**src/design/moag_pkg.sv**
```systemverilog
// moag_pkg: constants shared by the operand address generator files
// assumes a 16-bit address bus, 8-bit data, one 250 MHz core clock
package moag_pkg;
   localparam logic [15:0] VEC_RESTART  = 16'hFFFE;
   localparam logic [15:0] VEC_NMI      = 16'hFFFC;
   localparam logic [15:0] VEC_SWI      = 16'hFFFA;
   localparam logic [15:0] VEC_IRQ      = 16'hFFF8;
   localparam logic [15:0] RESET_ADDR   = 16'hFFFF;
   localparam logic [15:0] PC_REL_BIAS  = 16'h0002;
   localparam logic [7:0]  RESET_BYTE   = 8'h00;
   localparam logic [3:0]  HALF_PERIOD  = 4'h2;
   localparam logic [3:0]  RESET_COUNT  = 4'h0;
   typedef enum logic [2:0] {
      MOAG_ACC, MOAG_IMM, MOAG_DIR, MOAG_EXT, MOAG_IDX, MOAG_IMP, MOAG_REL
   } moag_mode_t;
   typedef enum logic [1:0] {
      MOAG_V_RESTART, MOAG_V_NMI, MOAG_V_SWI, MOAG_V_IRQ
   } moag_vec_t;
endpackage

```
**src/design/moag_top.sv**
```systemverilog
// moag_top: operand effective-address generation and vector fetch
// assumes opcode bytes, mode and registers come from the core on clock_i
// Overview of operation
// - stretch request high: system clock runs normal periods
// - stretch request low: system clock held by whole half periods
// - one single-phase system clock for processor and system
// - vectors fetched high byte then low byte from fixed locations
// - accumulator mode selects A or B, one byte long
// - immediate operand in byte two; stack and index loads use bytes two-three
// - direct mode address is byte two, page zero, two bytes
// - extended mode address is byte two high, byte three low
// - indexed adds byte two to index low, carry into high
// - indexed result kept in temporary register, index unchanged
// - implied mode address is the stack pointer or index register, one byte long
// - relative adds offset to pc plus two with carry or borrow
// - irq and nmi sampled while clock high; all requests serviced after instruction ends
// - maskable request needs mask clear; mask set when serviced
`timescale 1ns/1ps
module moag_top (
   input  wire logic                 clock_i,
   input  wire logic                 rst_i,
   input  wire logic                 clock_stretch_request_i,
   input  wire logic                 irq_n_i,
   input  wire logic                 nmi_n_i,
   input  wire logic                 swi_i,
   input  wire logic                 instr_done_i,
   input  wire logic                 mask_clear_i,
   input  wire logic                 start_i,
   input  wire moag_pkg::moag_mode_t mode_i,
   input  wire logic                 acc_b_i,
   input  wire logic                 load_stack_pointer_op_i,
   input  wire logic                 load_index_op_i,
   input  wire logic                 implied_sp_i,
   input  wire logic [7:0]           byte2_i,
   input  wire logic [7:0]           byte3_i,
   input  wire logic [15:0]          pc_i,
   input  wire logic [15:0]          index_i,
   input  wire logic [15:0]          stack_i,
   output logic                      sys_clk_o,
   output logic [15:0]               addr_o,
   output logic                      addr_valid_o,
   output logic                      selected_accumulator_o,
   output logic                      operand_in_instr_o,
   output logic [1:0]                instr_len_o,
   output logic [15:0]               temp_addr_o,
   output logic                      mask_o,
   output logic                      vec_fetch_o,
   output logic                      vec_high_o
);
   logic                stretch_s1, stretch_s2, irq_s1, irq_s2, nmi_s1, nmi_s2;
   logic                half_end, nmi_prev, nmi_pend, irq_seen;
   logic [1:0]          vstep;
   moag_pkg::moag_vec_t vsel;
   logic [15:0]         vbase;
   logic [8:0]          idx_low, rel_low;
   logic [7:0]          rel_high;
   logic [15:0]         next_addr;
   logic [1:0]          next_len;

   // stretch, irq and nmi pins pass two flops before any logic reads them
   always_ff @(posedge clock_i) begin
      if (rst_i) begin
         stretch_s1 <= 1'b1;
         stretch_s2 <= 1'b1;
         irq_s1     <= 1'b1;
         irq_s2     <= 1'b1;
         nmi_s1     <= 1'b1;
         nmi_s2     <= 1'b1;
      end else begin
         stretch_s1 <= clock_stretch_request_i;
         stretch_s2 <= stretch_s1;
         irq_s1     <= irq_n_i;
         irq_s2     <= irq_s1;
         nmi_s1     <= nmi_n_i;
         nmi_s2     <= nmi_s1;
      end
   end

   moag_clock_gen #(
      .HALF_CYCLES (moag_pkg::HALF_PERIOD)
   ) u_clk (
      .clock_i      (clock_i),
      .rst_i        (rst_i),
      .stretch_ok_i (stretch_s2),
      .sys_clk_o    (sys_clk_o),
      .half_end_o   (half_end)
   );

   // sign-extended offset: the bias of two is folded in as a 16-bit add
   assign idx_low  = {1'b0, index_i[7:0]} + {1'b0, byte2_i};
   assign rel_low  = {1'b0, pc_i[7:0]} + {1'b0, byte2_i};
   assign rel_high = pc_i[15:8] + {7'h00, rel_low[8]} - {7'h00, byte2_i[7]};

   always_comb begin
      next_addr = pc_i;
      next_len  = 2'h1;
      unique case (mode_i)
         moag_pkg::MOAG_ACC: next_len = 2'h1;
         moag_pkg::MOAG_IMM: begin
            next_addr = pc_i + 16'h0001;
            next_len  = (load_stack_pointer_op_i || load_index_op_i) ? 2'h3 : 2'h2;
         end
         moag_pkg::MOAG_DIR: begin
            next_addr = {8'h00, byte2_i};
            next_len  = 2'h2;
         end
         moag_pkg::MOAG_EXT: begin
            next_addr = {byte2_i, byte3_i};
            next_len  = 2'h3;
         end
         moag_pkg::MOAG_IDX: begin
            next_addr = {index_i[15:8] + {7'h00, idx_low[8]}, idx_low[7:0]};
            next_len  = 2'h2;
         end
         moag_pkg::MOAG_IMP: begin
            next_addr = implied_sp_i ? stack_i : index_i;
            next_len  = 2'h1;
         end
         moag_pkg::MOAG_REL: begin
            next_addr = {rel_high, rel_low[7:0]} + moag_pkg::PC_REL_BIAS;
            next_len  = 2'h2;
         end
         default: next_addr = pc_i;
      endcase
   end

   // index register is only read; the sum lands in the temporary register
   always_ff @(posedge clock_i) begin
      if (rst_i) begin
         temp_addr_o            <= 16'h0000;
         instr_len_o            <= 2'h1;
         operand_in_instr_o     <= 1'b0;
         selected_accumulator_o <= 1'b0;
      end else if (start_i) begin
         temp_addr_o            <= next_addr;
         instr_len_o            <= next_len;
         operand_in_instr_o     <= (mode_i == moag_pkg::MOAG_IMM);
         selected_accumulator_o <= acc_b_i;
      end
   end

   // requests sampled during the high phase; nmi is edge, irq is level
   always_ff @(posedge clock_i) begin
      if (rst_i) begin
         nmi_prev <= 1'b1;
         nmi_pend <= 1'b0;
         irq_seen <= 1'b0;
      end else begin
         if (sys_clk_o) begin
            nmi_prev <= nmi_s2;
            irq_seen <= !irq_s2;
         end
         if (sys_clk_o && nmi_prev && !nmi_s2) begin
            nmi_pend <= 1'b1;
         end else if (vstep == 2'h0 && vec_fetch_o && vsel == moag_pkg::MOAG_V_NMI) begin
            nmi_pend <= 1'b0;
         end
      end
   end

   always_comb begin
      unique case (vsel)
         moag_pkg::MOAG_V_RESTART: vbase = moag_pkg::VEC_RESTART;
         moag_pkg::MOAG_V_NMI:     vbase = moag_pkg::VEC_NMI;
         moag_pkg::MOAG_V_SWI:     vbase = moag_pkg::VEC_SWI;
         moag_pkg::MOAG_V_IRQ:     vbase = moag_pkg::VEC_IRQ;
      endcase
   end

   // vstep 2: high byte, 1: low byte; the high byte holds one whole system clock period, the low byte's vec_fetch_o only one core cycle; stepped at the fall
   always_ff @(posedge clock_i) begin
      if (rst_i) begin
         vstep        <= 2'h2;
         vsel         <= moag_pkg::MOAG_V_RESTART;
         vec_fetch_o  <= 1'b1;
         vec_high_o   <= 1'b1;
         addr_o       <= moag_pkg::RESET_ADDR;
         addr_valid_o <= 1'b0;
         mask_o       <= 1'b1;
      end else begin
         if (mask_clear_i) begin
            mask_o <= 1'b0;
         end
         if (vstep != 2'h0) begin
            if (half_end && !sys_clk_o) begin
               vec_fetch_o  <= 1'b1;
               vec_high_o   <= (vstep == 2'h2);
               addr_o       <= (vstep == 2'h2) ? vbase : vbase + 16'h0001;
               addr_valid_o <= 1'b1;
               vstep        <= vstep - 2'h1;
            end
         end else if (instr_done_i && (nmi_pend || swi_i || (irq_seen && !mask_o))) begin
            vsel         <= nmi_pend ? moag_pkg::MOAG_V_NMI :
                            swi_i ? moag_pkg::MOAG_V_SWI : moag_pkg::MOAG_V_IRQ;
            vstep        <= 2'h2;
            mask_o       <= 1'b1;
            vec_fetch_o  <= 1'b0;
            addr_valid_o <= 1'b0;
         end else begin
            vec_fetch_o  <= 1'b0;
            addr_valid_o <= start_i;
            if (start_i) begin
               addr_o <= next_addr;
            end
         end
      end
   end

   AST_IDX_ADDR: assert property (@(posedge clock_i) disable iff (rst_i)
      (start_i && mode_i == moag_pkg::MOAG_IDX) |=>
      temp_addr_o == $past(index_i) + {8'h00, $past(byte2_i)})
      else $error("indexed address wrong");
   AST_REL_ADDR: assert property (@(posedge clock_i) disable iff (rst_i)
      (start_i && mode_i == moag_pkg::MOAG_REL) |=>
      temp_addr_o == $past(pc_i) + 16'h0002 + {{8{$past(byte2_i[7])}}, $past(byte2_i)})
      else $error("relative address wrong");
   AST_EXT_ADDR: assert property (@(posedge clock_i) disable iff (rst_i)
      (start_i && mode_i == moag_pkg::MOAG_EXT) |=>
      (temp_addr_o == {$past(byte2_i), $past(byte3_i)} && instr_len_o == 2'h3))
      else $error("extended address wrong");
   AST_DIR_PAGE: assert property (@(posedge clock_i) disable iff (rst_i)
      (start_i && mode_i == moag_pkg::MOAG_DIR) |=>
      (temp_addr_o[15:8] == 8'h00 && instr_len_o == 2'h2))
      else $error("direct address off page zero");
   AST_ONE_BYTE: assert property (@(posedge clock_i) disable iff (rst_i)
      (start_i && (mode_i == moag_pkg::MOAG_ACC || mode_i == moag_pkg::MOAG_IMP)) |=>
      instr_len_o == 2'h1)
      else $error("one-byte mode has wrong length");
   AST_IMM_LEN: assert property (@(posedge clock_i) disable iff (rst_i)
      (start_i && mode_i == moag_pkg::MOAG_IMM && load_index_op_i) |=>
      instr_len_o == 2'h3)
      else $error("wide immediate load not three bytes");
   AST_VEC_ORDER: assert property (@(posedge clock_i) disable iff (rst_i)
      (vec_fetch_o && vec_high_o && $changed(addr_o)) |->
      (addr_o[0] == 1'b0 && addr_o[15:3] == 13'h1FFF))
      else $error("vector high byte address wrong");
   AST_MASK_HONOUR: assert property (@(posedge clock_i) disable iff (rst_i)
      ($past(mask_o) && vstep == 2'h2 && $changed(vstep)) |-> vsel != moag_pkg::MOAG_V_IRQ)
      else $error("masked request serviced");
   AST_MASK_SET: assert property (@(posedge clock_i) disable iff (rst_i)
      ($changed(vsel) && vsel == moag_pkg::MOAG_V_IRQ) |-> mask_o)
      else $error("mask not set on service");

   COV_IRQ: cover property (@(posedge clock_i) vec_fetch_o && vsel == moag_pkg::MOAG_V_IRQ);
   COV_NMI: cover property (@(posedge clock_i) vec_fetch_o && vsel == moag_pkg::MOAG_V_NMI);
   COV_STRETCH: cover property (@(posedge clock_i) sys_clk_o && !stretch_s2);
   COV_REL: cover property (@(posedge clock_i) start_i && mode_i == moag_pkg::MOAG_REL);
endmodule

```
**src/design/moag_clock_gen.sv**
```systemverilog
// moag_clock_gen: single-phase system clock with stretch on request
// assumes the stretch request is already synchronised to clock_i
`timescale 1ns/1ps
module moag_clock_gen #(
   parameter logic [3:0] HALF_CYCLES = moag_pkg::HALF_PERIOD
) (
   input  wire logic clock_i,
   input  wire logic rst_i,
   input  wire logic stretch_ok_i,
   output logic      sys_clk_o,
   output logic      half_end_o
);
   logic [3:0] count;
   logic       at_end;

   // refused at elaboration: a zero count would wrap the end point to 15, giving 16-cycle half periods
   if (HALF_CYCLES == 4'h0) begin : g_half_check
      $error("HALF_CYCLES must be nonzero");
   end

   assign at_end = (count == HALF_CYCLES - 4'h1);

   always_ff @(posedge clock_i) begin
      if (rst_i) begin
         count <= moag_pkg::RESET_COUNT;
      end else if (at_end) begin
         count <= moag_pkg::RESET_COUNT;
      end else begin
         count <= count + 4'h1;
      end
   end

   // only the high phase holds while not ready: stretches are whole half periods
   always_ff @(posedge clock_i) begin
      if (rst_i) begin
         sys_clk_o  <= 1'b0;
         half_end_o <= 1'b0;
      end else begin
         half_end_o <= 1'b0;
         if (at_end && (!sys_clk_o || stretch_ok_i)) begin
            sys_clk_o  <= ~sys_clk_o;
            half_end_o <= 1'b1;
         end
      end
   end

   AST_STRETCH_HOLDS: assert property (@(posedge clock_i) disable iff (rst_i)
      (sys_clk_o && !stretch_ok_i && at_end) |=> sys_clk_o)
      else $error("system clock fell during a stretch");
   AST_NORMAL_TOGGLE: assert property (@(posedge clock_i) disable iff (rst_i)
      (at_end && stretch_ok_i) |=> (sys_clk_o != $past(sys_clk_o)))
      else $error("system clock missed a normal toggle");
endmodule

```
**config.mk**
```make
export PLATFORM = sky130hd
export DESIGN_NAME = moag_top
export DESIGN_NICKNAME = d
export VERILOG_FILES = /design/src/design/moag_pkg.sv /design/src/design/moag_top.sv /design/src/design/moag_clock_gen.sv
export SDC_FILE = /design/constraint.sdc
export NUM_CORES = 1
export LEC_CHECK = 0
export BUFFER_PORTS_ARGS = -buffer_cell sky130_fd_sc_hd__buf_2
export CORE_ASPECT_RATIO = 1.1
export CORE_UTILIZATION = 25
export CTS_CLUSTER_DIAMETER = 80
export DETAILED_ROUTE_END_ITERATION = 10
export SLEW_MARGIN = 20
export SYNTH_ARGS = -nofsm -noshare
export SYNTH_HDL_FRONTEND = slang
export SYNTH_SLANG_ARGS = --single-unit
```
**constraint.sdc**
```tcl
create_clock -name clock_i -period 5.8 [get_ports clock_i]
set_input_delay 0.87 -clock clock_i [delete_from_list [all_inputs] [get_ports clock_i]]
set_output_delay 0.87 -clock clock_i [all_outputs]
set_load 0.02 [all_outputs]
```
### Word-level counts from Yosys, hierarchy flattened

Index checks and enable logic that the tools add are counted.

* register bits after elaboration: 59
* output and inout port bits: 41
* word-level logic and storage cells: 101
* input bits: 80

* add/sub/neg operators: 10
* bitwise operators: 2
* muxes and demuxes: 25
* eq/ne operators: 13
* reductions and logical operators: 28

Operator list (number)
* 2-to-1 mux 16 bit: 6
* one-hot mux 16 bit (6 select lines): 1
* one-hot mux 16 bit (4 select lines): 1
* adder 16 x 1 -> 16 bit, second input constant: 2
* adder 8 x 8 -> 9 bit: 2
* adder 16 x 2 -> 16 bit, second input constant: 1
* adder 8 x 1 -> 8 bit: 2
* 2-to-1 mux 1 bit: 12
* equality test 3 bit, second input constant: 3
* logical AND 1 bit: 8
* 2-to-1 mux 2 bit: 4
* nonzero test 2 bit: 4
* subtractor 8 x 1 -> 8 bit: 1
* equality test 2 bit, second input constant: 3
* equality test 3 x 2 -> 1 bit, second input constant: 2
* one-hot mux 2 bit (3 select lines): 1
* AND reduction 2 bit: 3
* adder 4 x 1 -> 4 bit, second input constant: 1
* equality test 4 x 1 -> 1 bit, second input constant: 1
* zero test 1 bit: 4
* zero test 2 bit: 2
* logical OR 1 bit: 4
* equality test 3 x 1 -> 1 bit, second input constant: 1
* AND reduction 3 bit: 1
* 7 further kinds: 8

### Logic depth before layout (Yosys ltp)

Gate-level depths: netlist of run 1.

* depth after elaboration: 8
* mapped depth: 21
* mapped depth without buffers: 21

### Modules after synthesis

A second synthesis of run 1 with hierarchy kept.

* cells, all modules: 643
* area, all modules: 5032.3 µm²

Modules (own cells, without submodules)
* moag_top: sequential area each 1061.0 µm², instances 1, area each 4779.6 µm², cells each 619
* moag_clock_gen: sequential area each 120.1 µm², instances 1, area each 252.7 µm², cells each 24

### Worst setup path before layout of run 1

OpenSTA, ideal clock, no wires.

* path type: input to register
* start: in byte2_i[0]
* end: reg addr_o[14]
* buffers on the path: 0
* slack: 1.130 ns
* arrival: 4.600 ns
* required time: 5.730 ns
* setup time: 0.070 ns
* stages on the path: 21
* path through: ha_1 -> inv_1 -> fa_1 -> nand2b_1 -> a211oi_1 -> o31a_2 -> o21a_1 -> nor2_1 -> ha_1 -> inv_1 -> ha_1 -> fa_1 -> xor2_1 -> nand2_1 -> nor3_1 -> and2_1 -> o211ai_1 -> or3_1 -> a21oi_1 -> o22ai_1 -> a21oi_1

* cells in the longest elaborated chain, start to end: 8
* elaborated cells between the ends (all ways): 10
* classes of those cells: add/sub: 6; mux: 4

Ends and longest elaborated chain
* start, declared: RTL line moag_top.sv:34 `input wire logic [7:0] byte2_i,`
* adder 8 x 8 -> 9 bit: RTL line moag_top.sv:91 `assign rel_low = {1'b0, pc_i[7:0]} + {1'b0, byte2_i};`
* adder 8 x 1 -> 8 bit: RTL line moag_top.sv:92 `assign rel_high = pc_i[15:8] + {7'h00, rel_low[8]} - {7'h00, byte2_i[7]};`
* subtractor 8 x 1 -> 8 bit: RTL line moag_top.sv:92
* adder 16 x 2 -> 16 bit: RTL line moag_top.sv:120 `next_addr = {rel_high, rel_low[7:0]} + moag_pkg::PC_REL_BIAS;`
* one-hot mux 16 bit (6 select lines) (*): RTL line moag_top.sv:97 `unique case (mode_i)`
* 2-to-1 mux 16 bit (*): RTL line moag_top.sv:202 `if (start_i) begin`
* 2-to-1 mux 16 bit (*): RTL line moag_top.sv:192 `end else if (instr_done_i && (nmi_pend || swi_i || (irq_seen && !mask_o))) begin`
* 2-to-1 mux 16 bit (*): RTL line moag_top.sv:184 `if (vstep != 2'h0) begin`
* end signal, assigned: RTL line moag_top.sv:177 `addr_o <= moag_pkg::RESET_ADDR;`
* end signal, assigned: RTL line moag_top.sv:188 `addr_o <= (vstep == 2'h2) ? vbase : vbase + 16'h0001;`
* end signal, assigned: RTL line moag_top.sv:203 `addr_o <= next_addr;`
* end, declared: RTL line moag_top.sv:40 `output logic [15:0] addr_o,`

Every way passes the cells marked *; elsewhere a longest branch is shown, timed or not. The select of a mux whose other input is x is not followed.
A chain may end at the register's enable or synchronous reset.

### Final worst setup path of run 1

* start: in pc_i[0]
* end: reg addr_o[14]

* cells in the longest elaborated chain, start to end: 8
* elaborated cells between the ends (all ways): 9
* classes of those cells: add/sub: 5; mux: 4

Ends and longest elaborated chain
* start, declared: RTL line moag_top.sv:36 `input wire logic [15:0] pc_i,`
* adder 8 x 8 -> 9 bit: RTL line moag_top.sv:91
* adder 8 x 1 -> 8 bit: RTL line moag_top.sv:92
* subtractor 8 x 1 -> 8 bit: RTL line moag_top.sv:92
* adder 16 x 2 -> 16 bit: RTL line moag_top.sv:120
* one-hot mux 16 bit (6 select lines) (*): RTL line moag_top.sv:97
* 2-to-1 mux 16 bit (*): RTL line moag_top.sv:202
* 2-to-1 mux 16 bit (*): RTL line moag_top.sv:192
* 2-to-1 mux 16 bit (*): RTL line moag_top.sv:184

Marks and branches as above.

==> results of run 1 <==
[worst max-delay path, cell delays in order]
cell and delay (ps):
buf_2 160, ha_1 220, inv_1 60, fa_1 390, nand2b_1 210, a211oi_1 290
o31a_2 220, o21a_1 120, nor2_1 40, ha_1 260, inv_1 40, ha_1 190
fa_1 410, xor2_1 250, nand2_1 110, nor3_1 210, and2_1 220, o211ai_1 120
or3_1 380, a21oi_1 150, o22ai_1 90, a21oi_1 150
[kinds of logic (layout without fill, tap and decap cells)]
group | after synthesis | count (layout)
xor+xnor | 36 | 36
fa+ha+maj | 40 | 40
compound gates | 190 | 190
mux | 34 | 34
flops | 59 | 59
buf+inv | 62 | 165
simple gates | 224 | 224
[layer usage]
layer / wire length, um / part of all wire / vias to the layer above / GRT usage
met5: 8 / 0.00051 / - / 0
met4: 547 / 0.035 / 2 / 0.0650
met3: 752 / 0.047 / 31 / 0.0210
met2: 7250 / 0.46 / 145 / 0.253
met1: 7280 / 0.46 / 2364 / 0.202
li1: - / - / 2535 / -
[per-stage QoR]
step / power, mW / hold WS (ps) / setup slack [ps] / cells
floorplan: 0.784 / 389 / 1130 / 645
finish: 1.43 / 406 / 885 / 995
global route: 1.51 / 426 / 466 / 995
CTS: 1.43 / 407 / 923 / 995
global placement: 0.928 / 397 / 657 / 981
detailed placement: 0.931 / 396 / 613 / 981
[Yosys cell counts, types with 19 or more instances]
library cell	number
o21ai_0	39
dfxtp_1	59
nor3_1	19
nand3_1	19
nor2_1	71
ha_1	37
nand2_1	47
clkbuf_1	27
a21oi_1	53
inv_1	28
xor2_1	22
mux2i_1	24
[final cells by class]
type                            instances  share of cell area
Sequential cell                        59               0.196
Clock inverter                          3             0.00664
Multi-Input combinational cell        524               0.586
Inverter                               29              0.0180
Clock buffer                           11              0.0402
Timing Repair Buffer                  122               0.102
Tap cell                              247              0.0512
[placed cells by master (no fill, tap or decap), drive strengths merged, types with 22 or more instances in the layout]
cell type / instances
dfxtp: 59
xor2: 22
a21oi: 53
nor2: 72
ha: 37
buf: 122
o21ai: 43
inv: 28
mux2i: 24
nand2: 48
[state kept, by name (all words and copies together) (netlist names), 2 cells and up]
register and cells:
vstep 2, instr_len_o 2, u_clk.count 4, temp_addr_o 16, vsel 2, addr_o 16
[worst max path at each step]
stage / endpoint / slack, ps / cells after the start
2_1_floorplan: addr_o[14] / 1130 / 21
3_3_place_gp: addr_o[14] / 660 / 22
3_5_place_dp: addr_o[14] / 610 / 22
4_1_cts: addr_o[14] / 920 / 22
5_1_grt: addr_o[14] / 470 / 22
6_report: addr_o[14] / 890 / 22
[where the power goes]
part	total [mW]	internal, mW	switching [mW]
registers	0.457	0.438	0.0191
clock network	0.502	0.337	0.165
logic	0.468	0.184	0.284
==> impl_metrics.py, run 1 <==
metrics = {
    "clock_tree": {
        "clk_pin_slew_ps": 50,
        "post_cts_buffers": 0,
        "cts_max_level": 3,
        "cts_hold_buf": 0,
        "insertion_delay_ps": 320,
        "cts_root_buf": "clkbuf_16",
        "cts_tree": "done",
        "cts.sinks": 59,
        "cts_buffer_depth": 2,
        "numCtsBuffers": 9,
        "post_cts_resized": 0,
    },
    "sta": {
        "tns_ps": 0,
        "hold_viol": 0,
        "setup_viol": 0,
        "relSlewSlack": 0.439,
        "rsz0062_at_grt": "false",
        "period_share": 0.847,
        "fmax_mhz": 203,
        "max_slew.worst_pin.slew_ps": 842,
        "maxSlewViolCount": 0,
        "min_period_ps": 4910,
        "fin_worst_skew_ps": 7.72,
    },
    "cells_and_area": {
        "drive_gt1_frac": 0.227,
        "post-route-cell-area_um2": 6030,
        "area_growth_pct": 21.8,
        "fill_cells": 2089,
        "multiInputGateArea_um2": 3540,
        "nets": 865,
        "num_antenna_cells": 0,
        "post-route-util": 0.314,
        "seq_area_um2": 1180,
    },
    "routing": {
        "routed_wl_um": 15800,
        "via_count": 5077,
        "drc_errors": 0,
        "drtIter0Drc": 201,
        "antenna_left": 0,
        "wire_per_inst_um": 15.9,
        "drtPass1Iterations": 5,
        "viasPerCell": 5.10,
    },
    "yosys": {
        "postSynth.asyncResetShare": 0,
        "ys_ff_latch": 59,
        "seq_area_frac_synth": 0.239,
        "synth_area_leaders": "dfxtp_1 24%, ha_1 9.3%, nor2_1 5.4%",
        "synth_top_family_by_area": "compound AO/OA/AOI/OAI gates",
        "yosysWarnings": 0,
        "synth-simple-area-share": 0.222,
        "synth_nets": 765,
        "syn_inst": 645,
        "synthMuxAreaShare": 0.0735,
        "synth_top_flop_cell": "dfxtp_1",
        "synth.avg_cell_area_um2": 7.68,
        "synthXorXnorAreaFrac": 0.0637,
        "netlist_area_um2": 4950,
        "netlist.area_leader.share": 0.239,
        "synth_fa_ha_area_frac": 0.106,
        "ys_types": 70,
        "yosys.area.top_type": "dfxtp_1",
        "synth-compound-area-share": 0.250,
        "synth_enable_flop_cells": 0,
    },
    "setup_path": {
        "crit_start": "pc_i[0]",
        "r2r-start": "vstep[0]",
        "rrSetupSlack_ps": 3570,
        "start_kind": "input port",
        "timing.rr.end": "addr_o[12]",
        "rr_worst_depth": 8,
        "worstPathArrival_ps": 5160,
        "required_ps": 6050,
        "crit_type": "in2reg",
        "worst_setup_path_end_kind": "flop",
        "critPathMaxFanout": 7,
    },
    "worst_hold_path": {
        "hold_class": "reg2reg",
        "worstHoldStart": "stretch_s1",
        "hold_end": "stretch_s2",
        "min_path_cells": 1,
    },
    "power": {
        "vdd_ir_drop_max_mv": 0.161,
        "p_leak_nw": 2.62,
        "p_per_area_nw_per_um2": 236,
    },
    "grt": {
        "grt_max_degree": 47,
        "grt_usage": 0.155,
        "grt_pass1_wl_um": 24600,
        "antenna_found_initial": 1,
        "overflow": 0,
        "grt_pass1_vias": 4721,
    },
    "floorplan": {
        "dieArea_um2": 20400,
        "io_pins": 121,
        "start_util": 0.258,
        "die_h_um": 150,
        "coreArea_um2": 19200,
        "chipWidth_um": 136,
        "rows": 53,
    },
    "place": {
        "portBuffers": 120,
        "place_congestion": 0.904,
        "dpl.hpwl_um": 12800,
        "dpl_cell_area_um2": 5750,
    },
    "flow_run": {
        "drv_cap": 0,
    },
    "status": {
        "status": "finished clean",
    },
}
(Power assumes the default switching activity.)
==> run 2: changes to the inputs <==
Clock period 5.8 ns to 4 ns, I/O delays scaled along.
==> impl_metrics.py, run 2 (synthesis results as in run 1) <==
metrics = {
    "status": {
        "status": "finished with violations",
        "violations": "negative setup slack",
    },
    "floorplan": {
        "dieArea_um2": 20400,
        "die_h_um": 150,
        "start_util": 0.258,
        "coreArea_um2": 19200,
        "chipWidth_um": 136,
        "rows": 53,
        "io_pins": 121,
    },
    "clock_tree": {
        "insertion_delay_ps": 320,
        "cts_tree": "done",
        "cts_max_level": 3,
        "numCtsBuffers": 9,
        "cts_root_buf": "clkbuf_16",
        "cts_buffer_depth": 2,
        "clk_pin_slew_ps": 50,
        "cts.sinks": 59,
    },
    "power": {
        "p_per_area_nw_per_um2": 346,
        "p_leak_nw": 2.90,
        "vdd_ir_drop_max_mv": 0.288,
        "fin_total_pwr_mw": 2.28,
    },
    "place": {
        "place_congestion": 0.880,
        "place_inst": 1024,
        "portBuffers": 120,
        "dpl_cell_area_um2": 6130,
        "dpl.hpwl_um": 13200,
        "pre_cts_slack_ps": -468,
    },
    "cells_and_area": {
        "drive_gt1_frac": 0.305,
        "post-route-cell-area_um2": 6590,
        "num_antenna_cells": 0,
        "stdcell_count": 1044,
        "final_cell_mix": "118 x buf_2, 70 x nor2_1, 59 x dfxtp_1",
        "nets": 912,
        "fill_cells": 2045,
        "mostFrequentLayoutCell": "buf_2",
        "post-route-util": 0.342,
        "area_growth_pct": 33.0,
        "reg_top3": "addr_o: 16 flops, temp_addr_o: 16 flops, u_clk.count: 4 flops",
    },
    "sta": {
        "fin_worst_skew_ps": 8.73,
        "tns_ps": -117,
        "holdWs_ps": 408,
        "setup_viol": 3,
        "max_slew.worst_pin.slew_ps": 935,
        "fmax_mhz": 246,
        "maxSlewViolCount": 0,
        "rsz0062_at_grt": "true",
        "min_period_ps": 4060,
        "period_share": 1.01,
        "hold_viol": 0,
        "relSlewSlack": 0.374,
        "setup_ws_ps": -59.9,
    },
    "routing": {
        "drtPass1Iterations": 5,
        "drc_errors": 0,
        "antenna_left": 0,
        "via_count": 5298,
        "wire_per_inst_um": 15.8,
        "routed_wl_um": 16500,
        "drtIter0Drc": 283,
        "viasPerCell": 5.07,
    },
    "grt": {
        "grt_max_degree": 46,
        "overflow": 0,
        "grt_usage": 0.162,
        "grt_pass1_vias": 5061,
        "grt_pass1_wl_um": 26100,
        "antenna_found_initial": 1,
    },
    "setup_path": {
        "required_ps": 4230,
        "path_cells": "buf_8, ha_4, inv_2, fa_2, nand2b_4, a211oi_4, o31a_2, o21a_1, nor2_1, ha_1, inv_1, ha_2, fa_2, a211oi_2, nor2_2, xor2_1, and2_4, o211ai_1, or3_1, a21oi_1, o22ai_1, o22ai_1",
        "crit_type": "in2reg",
        "start_kind": "input port",
        "worstPathArrival_ps": 4290,
        "critPathMaxFanout": 3,
        "cp_slowest_cell": "fa_2",
        "critPathMaxStageDelay_ps": 370,
        "worst_setup_path_end_kind": "flop",
    },
    "worst_hold_path": {
        "hold_class": "reg2reg",
    },
    "flow_run": {
        "drv_cap": 0,
    },
}
## run 2: changes by cell type in the layout (fill, tap and decap cells not counted), moves of 3 or more
cell and delta:
a21oi_2 +3, a211oi_1 -3, a21oi_1 -3, buf_4 +46
## run 2: what timing repair did
item | CTS | global route
endpoints found under the setup margin | 8 | 8
hold buffers | 0 | 0
pin swaps | 12 | 11
gates cloned | 0 | 0
setup buffers | 2 | 3
gates resized for setup | 6 | 13
## run 2: where the power goes
group          leakage, nW  switching, mW  internal [mW]
clock                0.159          0.258          0.577
sequential           0.484         0.0283          0.634
combinational         2.26          0.441          0.338
## run 2: final timing paths
check	depth (start not counted)	slack, ps	end	startpoint
max	22	-60	temp_addr_o[14]	byte2_i[0]
min	1	410	nmi_s2	nmi_s1
max reg2reg	9	1490	addr_o[10]	vstep[0]
min reg2reg	1	410	nmi_s2	nmi_s1
## run 2: area by class of cell
type                    instances  area (um2)  share of cell area
clock buffers                  12         256              0.0389
flip-flops and latches         59        1180               0.179
inverters                      29         109              0.0165
repair buffers                169         988               0.150
clock inverters                 4        72.6              0.0110
well taps                     247         309              0.0469
multi-input cells             524        3670               0.557
## run 2: layer usage
layer  part of all wire  GRT usage
met5            0.00060          0
met4              0.028     0.0672
met3              0.041     0.0186
met2               0.48      0.269
met1               0.45      0.211
## run 2: critical path: cells and delay by family
kind                       cells  cell delay (ps)
and+or+nand+nor                5              770
buffers and inverters          3              150
xor gates and xnor gates       1              190
AOI/OAI and AO/OA              8             1280
adders and majority gates      5             1270
